**config.mk**
```make
export PLATFORM = sky130hd
export DESIGN_NAME = uart_fc
export DESIGN_NICKNAME = d
export VERILOG_FILES = /design/src/uart_fc_pkg.sv /design/src/uart_fc.sv
export VERILOG_INCLUDE_DIRS = /design/src
export SDC_FILE = /design/constraint.sdc
export NUM_CORES = 1
export LEC_CHECK = 0
export ABC_AREA = 1
export BUFFER_PORTS_ARGS = -buffer_cell sky130_fd_sc_hd__buf_2
export CORE_ASPECT_RATIO = 1.75
export CORE_MARGIN = 4
export CORE_UTILIZATION = 40
export CTS_CLUSTER_SIZE = 8
export DETAILED_ROUTE_END_ITERATION = 8
export HOLD_SLACK_MARGIN = 0.12
export PLACE_DENSITY = 0.61
export SLEW_MARGIN = 20
export SYNTH_ARGS = -nofsm -noshare
export SYNTH_HDL_FRONTEND = slang
export SYNTH_SLANG_ARGS = --single-unit
```
**constraint.sdc**
```tcl
create_clock -name i_mclk -period 8 [get_ports i_mclk]
set_input_delay 1.2 -clock i_mclk [delete_from_list [all_inputs] [get_ports i_mclk]]
set_output_delay 1.2 -clock i_mclk [all_outputs]
set_load 0.005 [all_outputs]
```
**src/uart_fc_defs.svh**
```systemverilog
`ifndef UART_FC_DEFS_SVH
`define UART_FC_DEFS_SVH
// ==========================================================
// register byte offsets
`define OFF_BEGIN_RX 12'h000
`define OFF_HALT_RX 12'h004
`define OFF_BEGIN_TX 12'h008
`define OFF_HALT_TX 12'h00C
`define OFF_EV_RXRDY 12'h108
`define OFF_EV_TXDONE 12'h11C
`define OFF_EV_ERROR 12'h124
`define OFF_EV_RECEIVER_TIMEOUT_EVENT 12'h144
`define OFF_ERRSRC 12'h480
`define OFF_ENABLE 12'h500
`define OFF_PSEL_RTS 12'h508
`define OFF_PSEL_TX 12'h50C
`define OFF_PSEL_CTS 12'h510
`define OFF_PSEL_RX 12'h514
`define OFF_RX_DATA 12'h518
`define OFF_TX_DATA 12'h51C
`define OFF_BAUD 12'h524
`define OFF_CONFIG 12'h56C
// ==========================================================
// field values and reset values
`define ENABLE_ON 3'h4
`define PARITY_ON 3'h7
`define PSEL_RESET 32'hFFFFFFFF
`define BAUD_RESET 32'h04000000
// ==========================================================
// timing: baud setting is a fraction of a 16 MHz reference, clock is 40 MHz
`define REF_HZ 16000000
`define CLK_HZ 40000000
`define BAUD_SCALE 16'h6666
`define OVS 16
`define FRAME_BITS 10
`define GRACE_BYTES 4
`define RX_DEPTH 6
`define RTS_LIMIT 2
`endif

```
**src/uart_fc_pkg.sv**
```systemverilog
package uart_fc_pkg;
  typedef enum logic [2:0] {TX_IDLE, TX_START, TX_DATA, TX_PAR, TX_STOP} tx_state_e;
  typedef enum logic [2:0] {RX_IDLE, RX_START, RX_DATA, RX_PAR, RX_STOP} rx_state_e;
  // error source flags, bit 3 downward
  typedef struct packed {
    logic brk;
    logic framing;
    logic parity;
    logic overrun;
  } err_s;
endpackage : uart_fc_pkg

```
**src/uart_fc.sv**
```systemverilog
`include "uart_fc_defs.svh"
module uart_fc
  import uart_fc_pkg::*;
(
  input wire logic i_mclk,
  input wire logic i_resetn,
  input wire logic i_psel,
  input wire logic i_penable,
  input wire logic i_pwrite,
  input wire logic [11:0] i_paddr,
  input wire logic [31:0] i_pwdata,
  output logic o_pready,
  output logic [31:0] o_prdata,
  output logic o_pslverr,
  input wire logic [31:0] i_pin,
  output logic [31:0] o_pin,
  output logic [31:0] o_pin_oen
);
  // ==========================================================
  // apb slave
  logic pready_q, pslverr_q, known;
  logic [31:0] prdata_q, rdata;
  logic setup, acc, wr, rd;
  assign setup = i_psel & ~i_penable;
  assign acc = i_psel & i_penable & pready_q;
  assign wr = acc & i_pwrite;
  assign rd = acc & ~i_pwrite;
  assign o_pready = pready_q;
  assign o_prdata = prdata_q;
  assign o_pslverr = pslverr_q;

  logic [2:0] enable_q, cfg_par_q;
  logic cfg_hwfc_q;
  logic [31:0] baud_q, psel_rts_q, psel_tx_q, psel_cts_q, psel_rx_q;
  logic ev_txdone_q, ev_rxrdy_q, ev_err_q, ev_receiver_timeout_event_q;
  err_s err_q, err_set;
  logic en, par_on;
  assign en = enable_q == `ENABLE_ON;
  assign par_on = cfg_par_q == `PARITY_ON;

  logic [7:0] rx_mem [0:`RX_DEPTH-1];
  logic [2:0] rx_wp_q, rx_rp_q, rx_cnt_q;

  // read mux, looked up in the setup cycle so data is ready with pready
  always_comb begin
    rdata = 32'h0;
    known = 1'b1;
    case (i_paddr)
      `OFF_BEGIN_RX, `OFF_HALT_RX, `OFF_BEGIN_TX, `OFF_HALT_TX, `OFF_TX_DATA: rdata = 32'h0;
      `OFF_EV_RXRDY: rdata = {31'h0, ev_rxrdy_q};
      `OFF_EV_TXDONE: rdata = {31'h0, ev_txdone_q};
      `OFF_EV_ERROR: rdata = {31'h0, ev_err_q};
      `OFF_EV_RECEIVER_TIMEOUT_EVENT: rdata = {31'h0, ev_receiver_timeout_event_q};
      `OFF_ERRSRC: rdata = {28'h0, err_q};
      `OFF_ENABLE: rdata = {29'h0, enable_q};
      `OFF_PSEL_RTS: rdata = psel_rts_q;
      `OFF_PSEL_TX: rdata = psel_tx_q;
      `OFF_PSEL_CTS: rdata = psel_cts_q;
      `OFF_PSEL_RX: rdata = psel_rx_q;
      `OFF_RX_DATA: rdata = {24'h0, rx_mem[rx_rp_q]};
      `OFF_BAUD: rdata = baud_q;
      `OFF_CONFIG: rdata = {28'h0, cfg_par_q, cfg_hwfc_q};
      default: known = 1'b0;
    endcase
  end

  // zero-wait answer: pready rises in the access cycle
  always_ff @(posedge i_mclk or negedge i_resetn) begin
    if (!i_resetn) begin
      pready_q <= 1'b0;
      pslverr_q <= 1'b0;
      prdata_q <= 32'h0;
    end else begin
      pready_q <= setup & ~pready_q;
      pslverr_q <= setup & ~pready_q & ~known;
      if (setup) begin
        prdata_q <= rdata;
      end
    end
  end

  // configuration registers
  always_ff @(posedge i_mclk or negedge i_resetn) begin
    if (!i_resetn) begin
      enable_q <= 3'h0;
      cfg_hwfc_q <= 1'b0;
      cfg_par_q <= 3'h0;
      baud_q <= `BAUD_RESET;
      psel_rts_q <= `PSEL_RESET;
      psel_tx_q <= `PSEL_RESET;
      psel_cts_q <= `PSEL_RESET;
      psel_rx_q <= `PSEL_RESET;
    end else if (wr) begin
      case (i_paddr)
        `OFF_ENABLE: enable_q <= i_pwdata[2:0];
        `OFF_CONFIG: {cfg_par_q, cfg_hwfc_q} <= i_pwdata[3:0];
        `OFF_BAUD: baud_q <= i_pwdata;
        `OFF_PSEL_RTS: psel_rts_q <= i_pwdata;
        `OFF_PSEL_TX: psel_tx_q <= i_pwdata;
        `OFF_PSEL_CTS: psel_cts_q <= i_pwdata;
        `OFF_PSEL_RX: psel_rx_q <= i_pwdata;
        default: ;
      endcase
    end
  end

  logic t_brx, t_hrx, t_btx, t_htx, tx_wr;
  assign t_brx = wr & (i_paddr == `OFF_BEGIN_RX) & i_pwdata[0];
  assign t_hrx = wr & (i_paddr == `OFF_HALT_RX) & i_pwdata[0];
  assign t_btx = wr & (i_paddr == `OFF_BEGIN_TX) & i_pwdata[0];
  assign t_htx = wr & (i_paddr == `OFF_HALT_TX) & i_pwdata[0];
  assign tx_wr = wr & (i_paddr == `OFF_TX_DATA);

  // ==========================================================
  // baud generator: phase accumulator giving a 16x oversample tick
  logic [31:0] phase_q, inc16;
  logic [47:0] prod;
  logic [32:0] sum;
  logic tick;
  assign prod = baud_q * `BAUD_SCALE; // scale 16 MHz reference to the 40 MHz clock
  assign inc16 = {prod[43:16], 4'h0};
  assign sum = {1'b0, phase_q} + {1'b0, inc16};
  assign tick = sum[32];
  always_ff @(posedge i_mclk or negedge i_resetn) begin
    if (!i_resetn) begin
      phase_q <= 32'h0;
    end else begin
      phase_q <= sum[31:0];
    end
  end

  // ==========================================================
  // pins: two-stage synchroniser, then routing by pin select
  logic [31:0] sync1_q, sync2_q, pin_q, oen_q;
  logic rx_in, cts_n, tx_line_q, rts_n_q;
  always_ff @(posedge i_mclk or negedge i_resetn) begin
    if (!i_resetn) begin
      sync1_q <= 32'hFFFFFFFF;
      sync2_q <= 32'hFFFFFFFF;
    end else begin
      sync1_q <= i_pin;
      sync2_q <= sync1_q;
    end
  end
  // unrouted receive idles high; unrouted clear-to-send reads as active
  assign rx_in = (en && psel_rx_q[31:5] == 27'h0) ? sync2_q[psel_rx_q[4:0]] : 1'b1;
  assign cts_n = (en && psel_cts_q[31:5] == 27'h0) ? sync2_q[psel_cts_q[4:0]] : 1'b0;

  // an all-ones select never equals a pin index, so it drives nothing
  for (genvar g = 0; g < 32; g++) begin : g_pin
    always_ff @(posedge i_mclk or negedge i_resetn) begin
      if (!i_resetn) begin
        pin_q[g] <= 1'b1;
        oen_q[g] <= 1'b1;
      end else if (en && psel_tx_q == g) begin
        pin_q[g] <= tx_line_q;
        oen_q[g] <= 1'b0;
      end else if (en && psel_rts_q == g) begin
        pin_q[g] <= rts_n_q;
        oen_q[g] <= 1'b0;
      end else begin
        pin_q[g] <= 1'b1;
        oen_q[g] <= 1'b1;
      end
    end
  end
  assign o_pin = pin_q;
  assign o_pin_oen = oen_q;

  // ==========================================================
  // transmitter
  tx_state_e tx_st_q;
  logic tx_run_q, tx_pend_q, tx_par_q, cts_ok, tx_go, tx_bend;
  logic [7:0] tx_buf_q, tx_sh_q;
  logic [2:0] tx_bit_q;
  logic [3:0] tx_ovs_q;
  assign cts_ok = ~cfg_hwfc_q | ~cts_n;
  // flow control is looked at only between frames, so a byte in flight completes
  assign tx_go = tx_run_q & tx_pend_q & cts_ok;
  assign tx_bend = tick & (tx_ovs_q == 4'hF);

  // run flag and single-entry holding register
  always_ff @(posedge i_mclk or negedge i_resetn) begin
    if (!i_resetn) begin
      tx_run_q <= 1'b0;
      tx_pend_q <= 1'b0;
      tx_buf_q <= 8'h0;
    end else begin
      tx_run_q <= (tx_run_q | t_btx) & ~t_htx;
      tx_pend_q <= tx_wr | (tx_pend_q & ~(tx_st_q == TX_IDLE && tx_go) & ~t_htx);
      if (tx_wr) begin
        tx_buf_q <= i_pwdata[7:0];
      end
    end
  end

  // frame sequencer; halt drops the frame on the spot
  always_ff @(posedge i_mclk or negedge i_resetn) begin
    if (!i_resetn) begin
      tx_st_q <= TX_IDLE;
      tx_line_q <= 1'b1;
      tx_sh_q <= 8'h0;
      tx_bit_q <= 3'h0;
      tx_ovs_q <= 4'h0;
      tx_par_q <= 1'b0;
    end else if (t_htx) begin
      tx_st_q <= TX_IDLE;
      tx_line_q <= 1'b1;
    end else begin
      if (tick) begin
        tx_ovs_q <= tx_ovs_q + 4'h1;
      end
      case (tx_st_q)
        TX_IDLE: if (tx_go) begin
          tx_st_q <= TX_START;
          tx_line_q <= 1'b0;
          tx_ovs_q <= 4'h0;
          tx_sh_q <= tx_buf_q;
          tx_par_q <= ^tx_buf_q; // even parity
        end
        TX_START: if (tx_bend) begin
          tx_st_q <= TX_DATA;
          tx_line_q <= tx_sh_q[0];
          tx_bit_q <= 3'h0;
        end
        TX_DATA: if (tx_bend) begin
          if (tx_bit_q == 3'h7) begin
            tx_st_q <= par_on ? TX_PAR : TX_STOP;
            tx_line_q <= par_on ? tx_par_q : 1'b1;
          end else begin
            tx_sh_q <= {1'b0, tx_sh_q[7:1]}; // lsb first
            tx_line_q <= tx_sh_q[1];
            tx_bit_q <= tx_bit_q + 3'h1;
          end
        end
        TX_PAR: if (tx_bend) begin
          tx_st_q <= TX_STOP;
          tx_line_q <= 1'b1;
        end
        TX_STOP: if (tx_bend) begin
          tx_st_q <= TX_IDLE;
        end
        default: tx_st_q <= TX_IDLE;
      endcase
    end
  end

  // ==========================================================
  // receiver
  rx_state_e rx_st_q;
  logic rx_run_q, rx_prev_q, rx_on, rx_smp, push, pop, perr_q, new_head;
  logic [7:0] rx_sh_q, brk_cnt_q, frame_ticks;
  logic [2:0] rx_bit_q;
  logic [3:0] rx_ovs_q;
  logic [9:0] grace_q;
  assign frame_ticks = 8'((`FRAME_BITS + (par_on ? 1 : 0)) * `OVS);
  assign rx_on = rx_run_q | (grace_q != 10'h0);
  assign rx_smp = tick & (rx_ovs_q == 4'h7);
  assign push = (rx_st_q == RX_STOP) & rx_smp;
  assign pop = rd & (i_paddr == `OFF_RX_DATA) & (rx_cnt_q != 3'h0);

  // run flag and four byte-time grace window after halt
  always_ff @(posedge i_mclk or negedge i_resetn) begin
    if (!i_resetn) begin
      rx_run_q <= 1'b0;
      grace_q <= 10'h0;
    end else begin
      rx_run_q <= (rx_run_q | t_brx) & ~t_hrx;
      if (t_hrx && rx_run_q) begin
        grace_q <= 10'(`GRACE_BYTES * frame_ticks);
      end else if (t_brx) begin
        grace_q <= 10'h0;
      end else if (tick && grace_q != 10'h0) begin
        grace_q <= grace_q - 10'h1;
      end
    end
  end

  // frame sequencer, sampling mid-bit on the 16x tick
  always_ff @(posedge i_mclk or negedge i_resetn) begin
    if (!i_resetn) begin
      rx_st_q <= RX_IDLE;
      rx_prev_q <= 1'b1;
      rx_sh_q <= 8'h0;
      rx_bit_q <= 3'h0;
      rx_ovs_q <= 4'h0;
      perr_q <= 1'b0;
    end else begin
      rx_prev_q <= rx_in;
      if (tick) begin
        rx_ovs_q <= rx_ovs_q + 4'h1;
      end
      case (rx_st_q)
        // only a falling edge starts a frame, so a held-low break is one frame
        RX_IDLE: if (rx_on && rx_prev_q && !rx_in) begin
          rx_st_q <= RX_START;
          rx_ovs_q <= 4'h0;
          perr_q <= 1'b0;
        end
        RX_START: if (rx_smp) begin
          rx_st_q <= rx_in ? RX_IDLE : RX_DATA;
          rx_bit_q <= 3'h0;
        end
        RX_DATA: if (rx_smp) begin
          rx_sh_q <= {rx_in, rx_sh_q[7:1]};
          rx_bit_q <= rx_bit_q + 3'h1;
          if (rx_bit_q == 3'h7) begin
            rx_st_q <= par_on ? RX_PAR : RX_STOP;
          end
        end
        RX_PAR: if (rx_smp) begin
          perr_q <= rx_in ^ (^rx_sh_q);
          rx_st_q <= RX_STOP;
        end
        RX_STOP: if (rx_smp) begin
          rx_st_q <= RX_IDLE;
        end
        default: rx_st_q <= RX_IDLE;
      endcase
    end
  end

  // break detector: counts oversample ticks of low line, fires once past a frame
  always_ff @(posedge i_mclk or negedge i_resetn) begin
    if (!i_resetn) begin
      brk_cnt_q <= 8'h0;
    end else if (rx_in) begin
      brk_cnt_q <= 8'h0;
    end else if (tick && brk_cnt_q != 8'hFF) begin
      brk_cnt_q <= brk_cnt_q + 8'h1;
    end
  end

  // the stop bit lands inside the frame, before the break count can expire
  assign err_set.framing = push & ~rx_in;
  assign err_set.brk = tick & ~rx_in & (brk_cnt_q == frame_ticks);
  assign err_set.parity = push & perr_q;
  assign err_set.overrun = push & ~pop & (rx_cnt_q == 3'(`RX_DEPTH));

  // receive fifo storage; no reset, the count alone says which entries are live
  always_ff @(posedge i_mclk) begin
    if (push && err_set.overrun) begin
      rx_mem[(rx_wp_q == 3'h0) ? 3'(`RX_DEPTH - 1) : rx_wp_q - 3'h1] <= rx_sh_q;
    end else if (push) begin
      rx_mem[rx_wp_q] <= rx_sh_q;
    end
  end

  // receive fifo pointers; when full the newest entry is overwritten
  always_ff @(posedge i_mclk or negedge i_resetn) begin
    if (!i_resetn) begin
      rx_wp_q <= 3'h0;
      rx_rp_q <= 3'h0;
      rx_cnt_q <= 3'h0;
    end else begin
      if (push && !err_set.overrun) begin
        rx_wp_q <= (rx_wp_q == 3'(`RX_DEPTH - 1)) ? 3'h0 : rx_wp_q + 3'h1;
      end
      if (pop) begin
        rx_rp_q <= (rx_rp_q == 3'(`RX_DEPTH - 1)) ? 3'h0 : rx_rp_q + 3'h1;
      end
      if (push && !pop && !err_set.overrun) begin
        rx_cnt_q <= rx_cnt_q + 3'h1;
      end else if (pop && !push) begin
        rx_cnt_q <= rx_cnt_q - 3'h1;
      end
    end
  end
  // a byte reaches the data register on arrival into an empty fifo or on a pop that leaves a byte held
  assign new_head = (push & (rx_cnt_q == 3'h0)) | (pop & ((rx_cnt_q > 3'h1) | push));

  // request-to-send: drops at two held (room for four), returns only when empty
  logic rts_act_q;
  always_ff @(posedge i_mclk or negedge i_resetn) begin
    if (!i_resetn) begin
      rts_act_q <= 1'b0;
      rts_n_q <= 1'b1;
    end else begin
      if (!rx_run_q || rx_cnt_q >= 3'(`RTS_LIMIT)) begin
        rts_act_q <= 1'b0;
      end else if (rx_cnt_q == 3'h0) begin
        rts_act_q <= 1'b1;
      end
      rts_n_q <= cfg_hwfc_q ? ~rts_act_q : 1'b0;
    end
  end

  // ==========================================================
  // events and error source; a hardware set beats a software clear
  logic ev_clr_rr, ev_clr_td, ev_clr_er, ev_clr_to;
  logic [3:0] err_w1c;
  assign ev_clr_rr = wr & (i_paddr == `OFF_EV_RXRDY) & ~i_pwdata[0];
  assign ev_clr_td = wr & (i_paddr == `OFF_EV_TXDONE) & ~i_pwdata[0];
  assign ev_clr_er = wr & (i_paddr == `OFF_EV_ERROR) & ~i_pwdata[0];
  assign ev_clr_to = wr & (i_paddr == `OFF_EV_RECEIVER_TIMEOUT_EVENT) & ~i_pwdata[0];
  assign err_w1c = (wr && i_paddr == `OFF_ERRSRC) ? i_pwdata[3:0] : 4'h0;
  always_ff @(posedge i_mclk or negedge i_resetn) begin
    if (!i_resetn) begin
      ev_txdone_q <= 1'b0;
      ev_rxrdy_q <= 1'b0;
      ev_err_q <= 1'b0;
      ev_receiver_timeout_event_q <= 1'b0;
      err_q <= '0;
    end else begin
      ev_txdone_q <= (tx_st_q == TX_STOP && tx_bend && !t_htx) | (ev_txdone_q & ~ev_clr_td);
      ev_rxrdy_q <= new_head | (ev_rxrdy_q & ~ev_clr_rr);
      ev_err_q <= (|err_set) | (ev_err_q & ~ev_clr_er);
      ev_receiver_timeout_event_q <= (tick && grace_q == 10'h1) | (ev_receiver_timeout_event_q & ~ev_clr_to);
      err_q <= err_set | (err_q & ~err_w1c);
    end
  end
endmodule : uart_fc

```
# Yosys cells after proc, flatten, opt, wreduce, memory -nomap -nowiden
# Memories as Yosys holds them, arrays and structs flattened.
# Index checks and enable logic that the tools add are counted.
dict set report totals {
  elab_cells 653
  input_bits 81
  register_bits 449
  mem_bits_rw 48
  out_inout_bits 98
  mem_count 1
}
# name depth width rd rd_ports_with_merged_regs write_ports line_no
set memory_table {}
lappend memory_table {rx_mem 6 8 1 0 1 uart_fc.sv:41} ;# logic [7:0] rx_mem [0:`RX_DEPTH-1];
dict set report op_classes {
  eq_ne 115
  multipliers 1
  addsub 13
  n_bitwise 79
  reduce_logical 129
  magnitude_cmp 4
  muxes 202
}
# operator n
set ops {}
lappend ops {{32-bit by 5-bit == test with 1-bit output, second input constant} 32}
lappend ops {{32-bit by 4-bit == test with 1-bit output, second input constant} 16}
lappend ops {{32-bit case mux with 13 select lines} 1}
lappend ops {{32-bit by 3-bit == test with 1-bit output, second input constant} 8}
lappend ops {{1-bit 2-to-1 mux} 152}
lappend ops {{32-bit by 2-bit == test with 1-bit output, second input constant} 4}
lappend ops {{12-bit by 11-bit == test with 1-bit output, second input constant} 10}
lappend ops {{1-bit logical AND} 81}
lappend ops {{3-bit 2-to-1 mux} 23}
lappend ops {{32-bit by 1-bit == test with 1-bit output, second input constant} 2}
lappend ops {{32-bit logical NOT} 2}
lappend ops {{27-bit logical NOT} 2}
lappend ops {{12-bit by 9-bit == test with 1-bit output, second input constant} 4}
lappend ops {{8-bit 2-to-1 mux} 6}
lappend ops {{1-bit AND} 47}
lappend ops {{32-bit by 14-bit multiplier with 43-bit output, second input constant} 1}
lappend ops {{32-bit by 32-bit adder with 33-bit output} 1}
lappend ops {{10-bit 2-to-1 mux} 3}
lappend ops {{3-bit case mux with 5 select lines} 2}
lappend ops {{4-bit 2-to-1 mux} 7}
lappend ops {{3-bit == test, second input constant} 9}
lappend ops {{12-bit by 4-bit == test with 1-bit output, second input constant} 2}
lappend ops {{2-bit != test, second input constant} 10}
lappend ops {{3-bit != test, second input constant} 6}
lappend ops {{other kinds (45)} 112}

# Logic depth before layout (Yosys ltp)
# Gate-level depths: netlist (run 1).
dict set report logic_depth {
  ltp_word 13
  depth_mapped 40
  mapped_depth_nobuf 40
}

# Worst setup path after synthesis (run 1)
# OpenSTA, ideal clock, no wires.
dict set report synth_timing {
  path_kind {reg2reg}
  from {register baud_q[1]}
  to {memory rx_mem[4][0] (enable)}
  arrival_ns 6.889
  path_stages_with_launch 37
  setup_ns 0.370
  path_slack_ns 0.740
  required_time_ns 7.630
  synth_period_minus_slack_ns 7.260
  cell_sequence {dfrtp_1 -> ha_1 -> xor2_1 -> ha_1 -> or2_2 -> fa_1 -> inv_1 -> fa_1 -> inv_1 -> fa_1 -> inv_1 -> fa_1 -> inv_1 -> ha_1 -> nand2_1 -> nor2_1 -> inv_1 -> nor2_1 -> nor4b_1 -> a21oi_1 -> o21bai_1 -> xor2_1 -> ha_1 -> nand2_2 -> inv_1 -> nand2_1 -> nand2_1 -> nand2_1 -> nand2_1 -> a21oi_1 -> nand2_4 -> nand3_4 -> clkinv_4 -> o21ai_2 -> o21ai_1 -> or2_1 -> nor2_1}
}
dict set report synth_via {
  elab_chain_len 11
  word_cells_on_any_way 15
  cone_classes {add/sub: 1; mul: 1; mux: 7; bitwise: 4; reduce/logical: 2}
}
# item line_no
set synth_rtl {}
lappend synth_rtl {{start, declared} uart_fc.sv:34} ;# logic [31:0] baud_q, psel_rts_q, psel_tx_q, psel_cts_q, psel_rx_q;
lappend synth_rtl {{start signal, assigned} uart_fc.sv:88} ;# baud_q <= `BAUD_RESET;
lappend synth_rtl {{start signal, assigned} uart_fc.sv:97} ;# `OFF_BAUD: baud_q <= i_pwdata;
lappend synth_rtl {{32-bit by 14-bit multiplier with 43-bit output (no source line) *} --}
lappend synth_rtl {{32-bit by 32-bit adder with 33-bit output *} uart_fc.sv:122} ;# assign sum = {1'b0, phase_q} + {1'b0, inc16};
lappend synth_rtl {{1-bit AND *} uart_fc.sv:258} ;# assign rx_smp = tick & (rx_ovs_q == 4'h7);
lappend synth_rtl {{1-bit AND *} uart_fc.sv:259} ;# assign push = (rx_st_q == RX_STOP) & rx_smp;
lappend synth_rtl {{1-bit AND (2 in a row)} uart_fc.sv:338} ;# assign err_set.overrun = push & ~pop & (rx_cnt_q == 3'(`RX_DEPTH));
lappend synth_rtl {{1-bit logical AND} uart_fc.sv:342} ;# if (push && err_set.overrun) begin
lappend synth_rtl {{1-bit 2-to-1 mux} uart_fc.sv:342}
lappend synth_rtl {{1-bit 2-to-1 mux (not written as such)} uart_fc.sv:345} ;# rx_mem[rx_wp_q] <= rx_sh_q;
lappend synth_rtl {{8-bit OR reduction (no source line)} --}
lappend synth_rtl {{3-bit 2-to-1 mux (no source line) / 1-bit 2-to-1 mux (equally long branches)} --}
lappend synth_rtl {{end, declared} uart_fc.sv:41}
# Every way passes the cells marked *; elsewhere a longest branch is shown, timed or not.

# Worst setup path after layout (run 1)
dict set report layout_timing {
  from {register baud_q[24]}
  to {memory rx_mem[4][7] (enable)}
}
# The elaborated chain is that of the path after synthesis.

==> metrics.txt, run 1 <==
CORE AREA=0.0766 mm2; PortBufs=178; Syn Nets=3941; R2R depth=29; Slew Viols, Final=0; Post-Synth Adder-Cell Area=0.189; die width=218 um; Post-synth EDFFs=48; HP Class=reg2reg; share of the synthesized area in the top cell type=0.220; overall routed net length=102000 um; Internal=0.00430 W; clock latency on the worst-skew pair=660 ps; crit share post-route=0.966; Final Hold Fails=0; Setup crit end kind=register; syn_area_per_cell=8.89 um2; status=finished clean; count of cell types in the netlist=63; Final min period=7730 ps; # DRC=0; yosys warns=0; compound-cell area share of the yosys netlist=0.122; reg2reg setup slack=270 ps; H-tree levels=3; area leader, netlist=dfstp_2; Max clock buf depth=3; R2R Path Start=baud_q[24]$_DFFE_PN0P_; CTS tree=built; Reg2Reg Capture Point=rx_mem[4][7]$_DFFE_PP_; Die Ht=376 um; power per cell area=158 mW/mm2; area of the multi-input gates=0.0159 mm2; met3 usage=0.0365; initial antenna violation count=1; grt ovf=0; met1 usage=0.255; vias in the first global route=26100; top cells by area, synth=dfstp_2 22%, dfrtp_1 15%, fa_1 10%, nand2_1 8.7%, ha_1 8.6%; slowest cell on the critical path=dfrtp_1; Clock Power Share=0.508; Async S/R FF share, synth=0.903; gpl congestion=1.01; Num CTS Buffers=71; Cell Rows=134; Worst Setup SP=baud_q[24]$_DFFE_PN0P_; sequential fraction of the synthesis area=0.416; Area Growth Syn to Fin=14.5%; Setup crit start kind=register; worst-path maximum fanout=8; GR Util met2=0.447; P_sw=0.00131 W; Logic pwr share=0.031; total leakage power=17.0 nW; gr busiest metal=met2; crit-path max cell delay=680 ps; WP data arrival=8080 ps; initial DRC count=1643; Post-synth top flop=dfstp_2; fill count=7503; global-route wire length before repair=155000 um; largest net degree at the start of global routing=172; multiplexer share of the synthesized area=0; Synth Cell Area=0.0310 mm2; xor and xnor fraction of the mapped netlist area=0.0266; vias=24900; effective utilization at floorplan=0.405; sequential share of power=0.461; CTS clock-pin slew for the worst setup and hold paths=50 ps; largest family of logic cells by synthesized area=adder cells; full die area=0.0822 mm2; Routed Antenna Nets=0; DR WL/cell=21.3 um; I/O pin count=179; relative slew slack=0.288; Crit path required time=8350 ps; Total Nets Final=4168; clk sinks=493; crit path kind=reg2reg; Avg Vias per Cell=5.21; Reg area=0.0129 mm2; FF+latch count, synth=493; worst slew pin tran=1070 ps; Fmax=129 MHz; Peak VDD IR=0.000160 V; setup_tns=0 ps; layout cells sized above 1=0.176; max-cap violations=0; Post-Synth Simple-Gate Area=0.170; # setup viols final=0; GRT Overall Usage=0.249; Syn Inst Count=3487; Core Util, Final=0.463; Root Driver=clkbuf_16; Detailed Place HPWL=79900 um; switch share=0.233; Setup crit end=rx_mem[4][7]$_DFFE_PP_; DR pass1 iterations=6; Fin Clk Skew=59.9 ps
==> synth_stat cells (7+ instances only) <==
master / instances
a22o_1: 9
a21oi_1: 145
a21o_1: 22
a211oi_1: 8
a221oi_1: 29
o21bai_1: 13
nand4_1: 19
inv_1: 521
xnor2_1: 37
edfxtp_1: 48
o21a_1: 8
or2_2: 8
nand2_2: 15
clkbuf_1: 55
and2_1: 33
o211ai_1: 10
buf_2: 21
nand2_1: 720
dfrtp_1: 185
ha_1: 214
a31oi_1: 7
nor2_1: 231
nor3_1: 37
o22ai_1: 13
xor2_1: 57
nand3_1: 130
fa_1: 159
dfstp_2: 260
o21ai_1: 13
o21ai_0: 372
nor4_1: 21
nor2_2: 7
==> cell type report <==
| cell class | count | area share |
|---|---|---|
| diodes | 1 | 0.0000705 |
| inverters | 530 | 0.0562 |
| repair buffers | 236 | 0.0383 |
| clock inverters | 6 | 0.00359 |
| flip-flops and latches | 493 | 0.364 |
| clock buffers | 111 | 0.0552 |
| well taps | 1020 | 0.0359 |
| multi-input cells | 2382 | 0.447 |
==> worst min-delay path by stage <==
| stage | start | endpoint | slack, ps | cells after the start |
|---|---|---|---|---|
| finish | sync1_q[5]$_DFF_PN1_ | sync2_q[5]$_DFF_PN1_ | 340 | 0 |
| detailed placement | sync1_q[12]$_DFF_PN1_ | sync2_q[12]$_DFF_PN1_ | 350 | 0 |
| floorplan | sync1_q[0]$_DFF_PN1_ | sync2_q[0]$_DFF_PN1_ | 350 | 0 |
| global placement | sync1_q[29]$_DFF_PN1_ | sync2_q[29]$_DFF_PN1_ | 350 | 0 |
| global route | sync1_q[5]$_DFF_PN1_ | sync2_q[5]$_DFF_PN1_ | 350 | 0 |
| CTS | sync1_q[5]$_DFF_PN1_ | sync2_q[5]$_DFF_PN1_ | 350 | 0 |
==> placed cells by master, fill, tap and decap left out, types with 22 or more instances in the layout <==
cell type / instances
a21o_1: 22
and2_1: 33
fa_1: 159
clkbuf_1: 38
a221oi_1: 29
clkbuf_16: 72
a21oi_1: 141
buf_4: 56
nor2_1: 227
dfstp_2: 260
edfxtp_1: 48
o21ai_0: 366
inv_1: 521
nand3_1: 130
ha_1: 205
xnor2_1: 36
nand2_1: 712
xor2_1: 56
buf_2: 177
dfrtp_1: 182
nor3_1: 36
==> per-layer routing <==
| metal | wire (um) | up-vias |
|---|---|---|
| met5 | 0 | - |
| met4 | 9920 | 0 |
| met3 | 4470 | 303 |
| met2 | 52800 | 746 |
| met1 | 34800 | 12000 |
| li1 | - | 11800 |
==> through the flow <==
step	setup slack [ps]	cells	total power (W)	area, um2	hold slack, ps
floorplan	740	3487	0.00269	31000	345
global placement	324	4657	0.00280	33300	346
detailed placement	246	4657	0.00280	33300	347
CTS	213	4774	0.00568	35300	347
global route	-16.5	4778	0.00581	35500	351
finish	270	4779	0.00561	35500	343
==> logic make-up (layout without fill, tap and decap cells) <==
logic type / Yosys count / count (layout)
AOI/OAI and AO/OA: 673 / 673
xor gates and xnor gates: 94 / 94
adders and majority gates: 373 / 373
buffers and inverters: 612 / 883
DFF: 493 / 493
other: 0 / 1
and+or+nand+nor: 1242 / 1242
==> what timing repair did <==
item / in CTS / in global routing
resized for setup: 0 / 37
endpoints found under the hold margin: 0 / 0
hold buffers: 0 / 0
buffers inserted: 0 / 4
endpoints found under the setup margin: 0 / 96
==> flip-flops by register name, summed over array words and instances, names as in the netlist, 8 cells and up <==
signal	count
rx_mem	48
baud_q	32
o_pin	32
o_pin_oen	32
o_prdata	32
psel_cts_q	32
psel_rts_q	32
psel_rx_q	32
psel_tx_q	32
sync1_q	32
sync2_q	32
phase_q	28
grace_q	10
brk_cnt_q	8
rx_sh_q	8
tx_buf_q	8
tx_sh_q	8
==> power groups by stage <==
stage                     registers [W]   logic, W  clock network [W]
after floorplan                 0.00262  0.0000688                  0
after global placement          0.00262   0.000174                  0
after detailed placement        0.00262   0.000174                  0
after CTS                       0.00259   0.000175            0.00292
after global routing            0.00259   0.000197            0.00303
final                           0.00259   0.000173            0.00285
==> critical path: cells and delay by family (launching register included) <==
family | cells | cell delay (ps)
xor+xnor | 1 | 110
compound gates | 6 | 1310
fa+ha+maj | 8 | 3470
simple gates | 10 | 1420
buf+inv | 4 | 410
flops | 1 | 680
(Power assumes the default switching activity.)
==> run 2: changes to the inputs <==
--- a/config.mk
+++ b/config.mk
@@ -6,15 +6,15 @@
 export SDC_FILE = /design/constraint.sdc
 export NUM_CORES = 1
 export LEC_CHECK = 0
-export ABC_AREA = 1
-export BUFFER_PORTS_ARGS = -buffer_cell sky130_fd_sc_hd__buf_2
 export CORE_ASPECT_RATIO = 1.75
 export CORE_MARGIN = 4
 export CORE_UTILIZATION = 40
+export CTS_BUF_LIST = sky130_fd_sc_hd__clkbuf_16
 export CTS_CLUSTER_SIZE = 8
 export DETAILED_ROUTE_END_ITERATION = 8
+export DONT_BUFFER_PORTS = 1
 export HOLD_SLACK_MARGIN = 0.12
-export PLACE_DENSITY = 0.61
+export PLACE_DENSITY = 0.59
 export SLEW_MARGIN = 20
 export SYNTH_ARGS = -nofsm -noshare
 export SYNTH_HDL_FRONTEND = slang
==> metrics.txt, run 2 <==
# setup viols final=0; Fin Clk Skew=41.2 ps; Final Hold Fails=0; WL met3=4540 um; relative slew slack=0.198; HP Class=in2async; gpl congestion=0.939; Synth Cell Area=0.0299 mm2; power per cell area=197 mW/mm2; max FFs per register=48; worst-path maximum fanout=8; fill count=6727; sequential fraction of the synthesis area=0.432; total leakage power=15.3 nW; DR pass1 iterations=7; layout cells sized above 1=0.293; PortBufs=0; most frequent cell after synthesis=inv_1; initial antenna violation count=0; full die area=0.0794 mm2; DR WL/cell=25.5 um; CTS clock-pin slew for the worst setup and hold paths=60 ps; die width=215 um; vias=21100; Syn Inst Count=2590; Routed Antenna Nets=0; top cells by area, synth=dfstp_2 23%, dfrtp_1 15%, fa_1 11%, ha_1 9.0%, mux2_2 7.5%; grt ovf=0; Slew Viols, Final=0; Metal-1 WL=32500 um; overall routed net length=94700 um; Fmax=129 MHz; Async S/R FF share, synth=0.903; vias in the first global route=22900; setup_tns=0 ps; effective utilization at floorplan=0.404; clock latency on the worst-skew pair=660 ps; Total Nets Final=3181; Area Growth Syn to Fin=15.3%; Core Util, Final=0.466; slowest cell on the critical path=fa_1; count of cell types in the netlist=86; commonest cells in the netlist=293 x inv_1, 260 x dfstp_2, 214 x ha_1; FF+latch count, synth=493; CORE AREA=0.0740 mm2; crit-path max cell delay=530 ps; # DRC=0; share of the synthesized area in the top cell type=0.228; commonest non-fill, non-tap cell in the layout=inv_1; worst slew pin tran=1200 ps; largest net degree at the start of global routing=446; Final min period=7750 ps; Avg Vias per Cell=5.68; crit path kind=reg2reg; top routing layer in use=met4; largest register by flop count=rx_mem; R2R Path Start=baud_q[16]$_DFFE_PN0P_; Die Ht=370 um; CTS tree=built; Max clock buf depth=3; Worst Setup SP=baud_q[16]$_DFFE_PN0P_; ANT cells=0; Setup crit start kind=register; global-route wire length before repair=141000 um; H-tree levels=3; routed wl met2=51200 um; area leader, netlist=dfstp_2; Setup crit end kind=register; crit share post-route=0.969; Num CTS Buffers=71; Post-synth EDFFs=48; commonest cells after routing, fill and taps aside=325 x inv_1, 260 x dfstp_2, 198 x mux2_2; I/O pin count=179; WP data arrival=8100 ps; syn_area_per_cell=11.5 um2; Crit path required time=8350 ps; Peak VDD IR=0.000190 V; R2R depth=33; initial DRC count=1394; Detailed Place HPWL=71700 um; clk sinks=493; max-cap violations=0; Post-synth top flop=dfstp_2; Root Driver=clkbuf_16; GRT Overall Usage=0.235; Syn Nets=3044; yosys warns=0; status=finished clean; Cell Rows=132
==> run 2: cell count changes in the layout (fill, tap and decap cells not counted), sizes merged, moves of 41 or more <==
cell / change
nand2: -584
o21ai: -320
mux2: +205
inv: -197
buf: -96
nand3: -90
a21oi: -60
nor2: -48
a22oi: +41
==> run 2: worst paths after layout <==
kind / to / slack, ps
worst max-delay path: rx_mem[4][0]$_DFFE_PP_ / 250
worst min-delay path: o_prdata[14]$_DFFE_PN0P_ / 260
worst max register to register: rx_mem[4][0]$_DFFE_PP_ / 250
worst min register to register: sync2_q[29]$_DFF_PN1_ / 350
max in group asynchronous: phase_q[25]$_DFF_PN0_ / 5880
min in group i_mclk: sync2_q[29]$_DFF_PN1_ / 350
==> run 2: worst max-delay path: cells and delay by family, from the launching register on <==
kind | cells | cell delay [ps]
compound gates | 11 | 2280
buf+inv | 9 | 790
xor+xnor | 1 | 150
fa+ha+maj | 8 | 3340
flops | 1 | 450
simple gates | 4 | 400
==> run 2: layer usage <==
layer  vias up  GRT usage
met2       645      0.439
li1       9385          -
met3       224     0.0440
met4         0      0.147
met5         -          0
met1     10800      0.241
==> run 2: per-stage QoR <==
stage / area [um2] / instances / power [W] / setup WS (ps) / hold slack, ps
after global routing: 34500 / 3709 / 0.00707 / -16.0 / 234
after global placement: 31800 / 3583 / 0.00382 / -208 / 347
after CTS: 34000 / 3701 / 0.00674 / 0.373 / 234
after detailed placement: 31800 / 3583 / 0.00387 / -198 / 347
final: 34500 / 3709 / 0.00677 / 248 / 256
after floorplan: 29900 / 2590 / 0.00353 / 224 / 345
==> run 2: logic make-up after synthesis <==
kind of cell | Yosys count | share of synthesized area
AND/OR/NAND/NOR | 586 | 0.0939
flip-flops | 493 | 0.432
AO/OA/AOI/OAI | 419 | 0.0971
adder cells (fa/ha/maj) | 373 | 0.196
buffers and inverters | 369 | 0.0469
multiplexers | 247 | 0.104
XOR/XNOR | 103 | 0.0302
==> run 2: cell type report <==
class                      instances  area (um2)  area share
multi-input combinational       1728       16100       0.467
clock buffer                      74        1850      0.0537
sequential                       493       12900       0.375
clock inverter                    43         229     0.00664
timing repair buffer             140        1120      0.0324
tap                              938        1170      0.0340
inverter                         293        1100      0.0319
==> run 2: report_power, final <==
| group | internal, W | total [W] | switching [W] |
|---|---|---|---|
| combinational | 0.000515 | 0.00114 | 0.000623 |
| sequential | 0.00270 | 0.00280 | 0.000101 |
| clock | 0.00166 | 0.00284 | 0.00118 |
==> run 2: repair_timing <==
action,CTS,global route
hold endpoints to repair,0,0
setup buffers,1,7
setup endpoints to repair,48,115
pin swaps,1,22
hold buffers,0,0
gates resized for setup,7,82
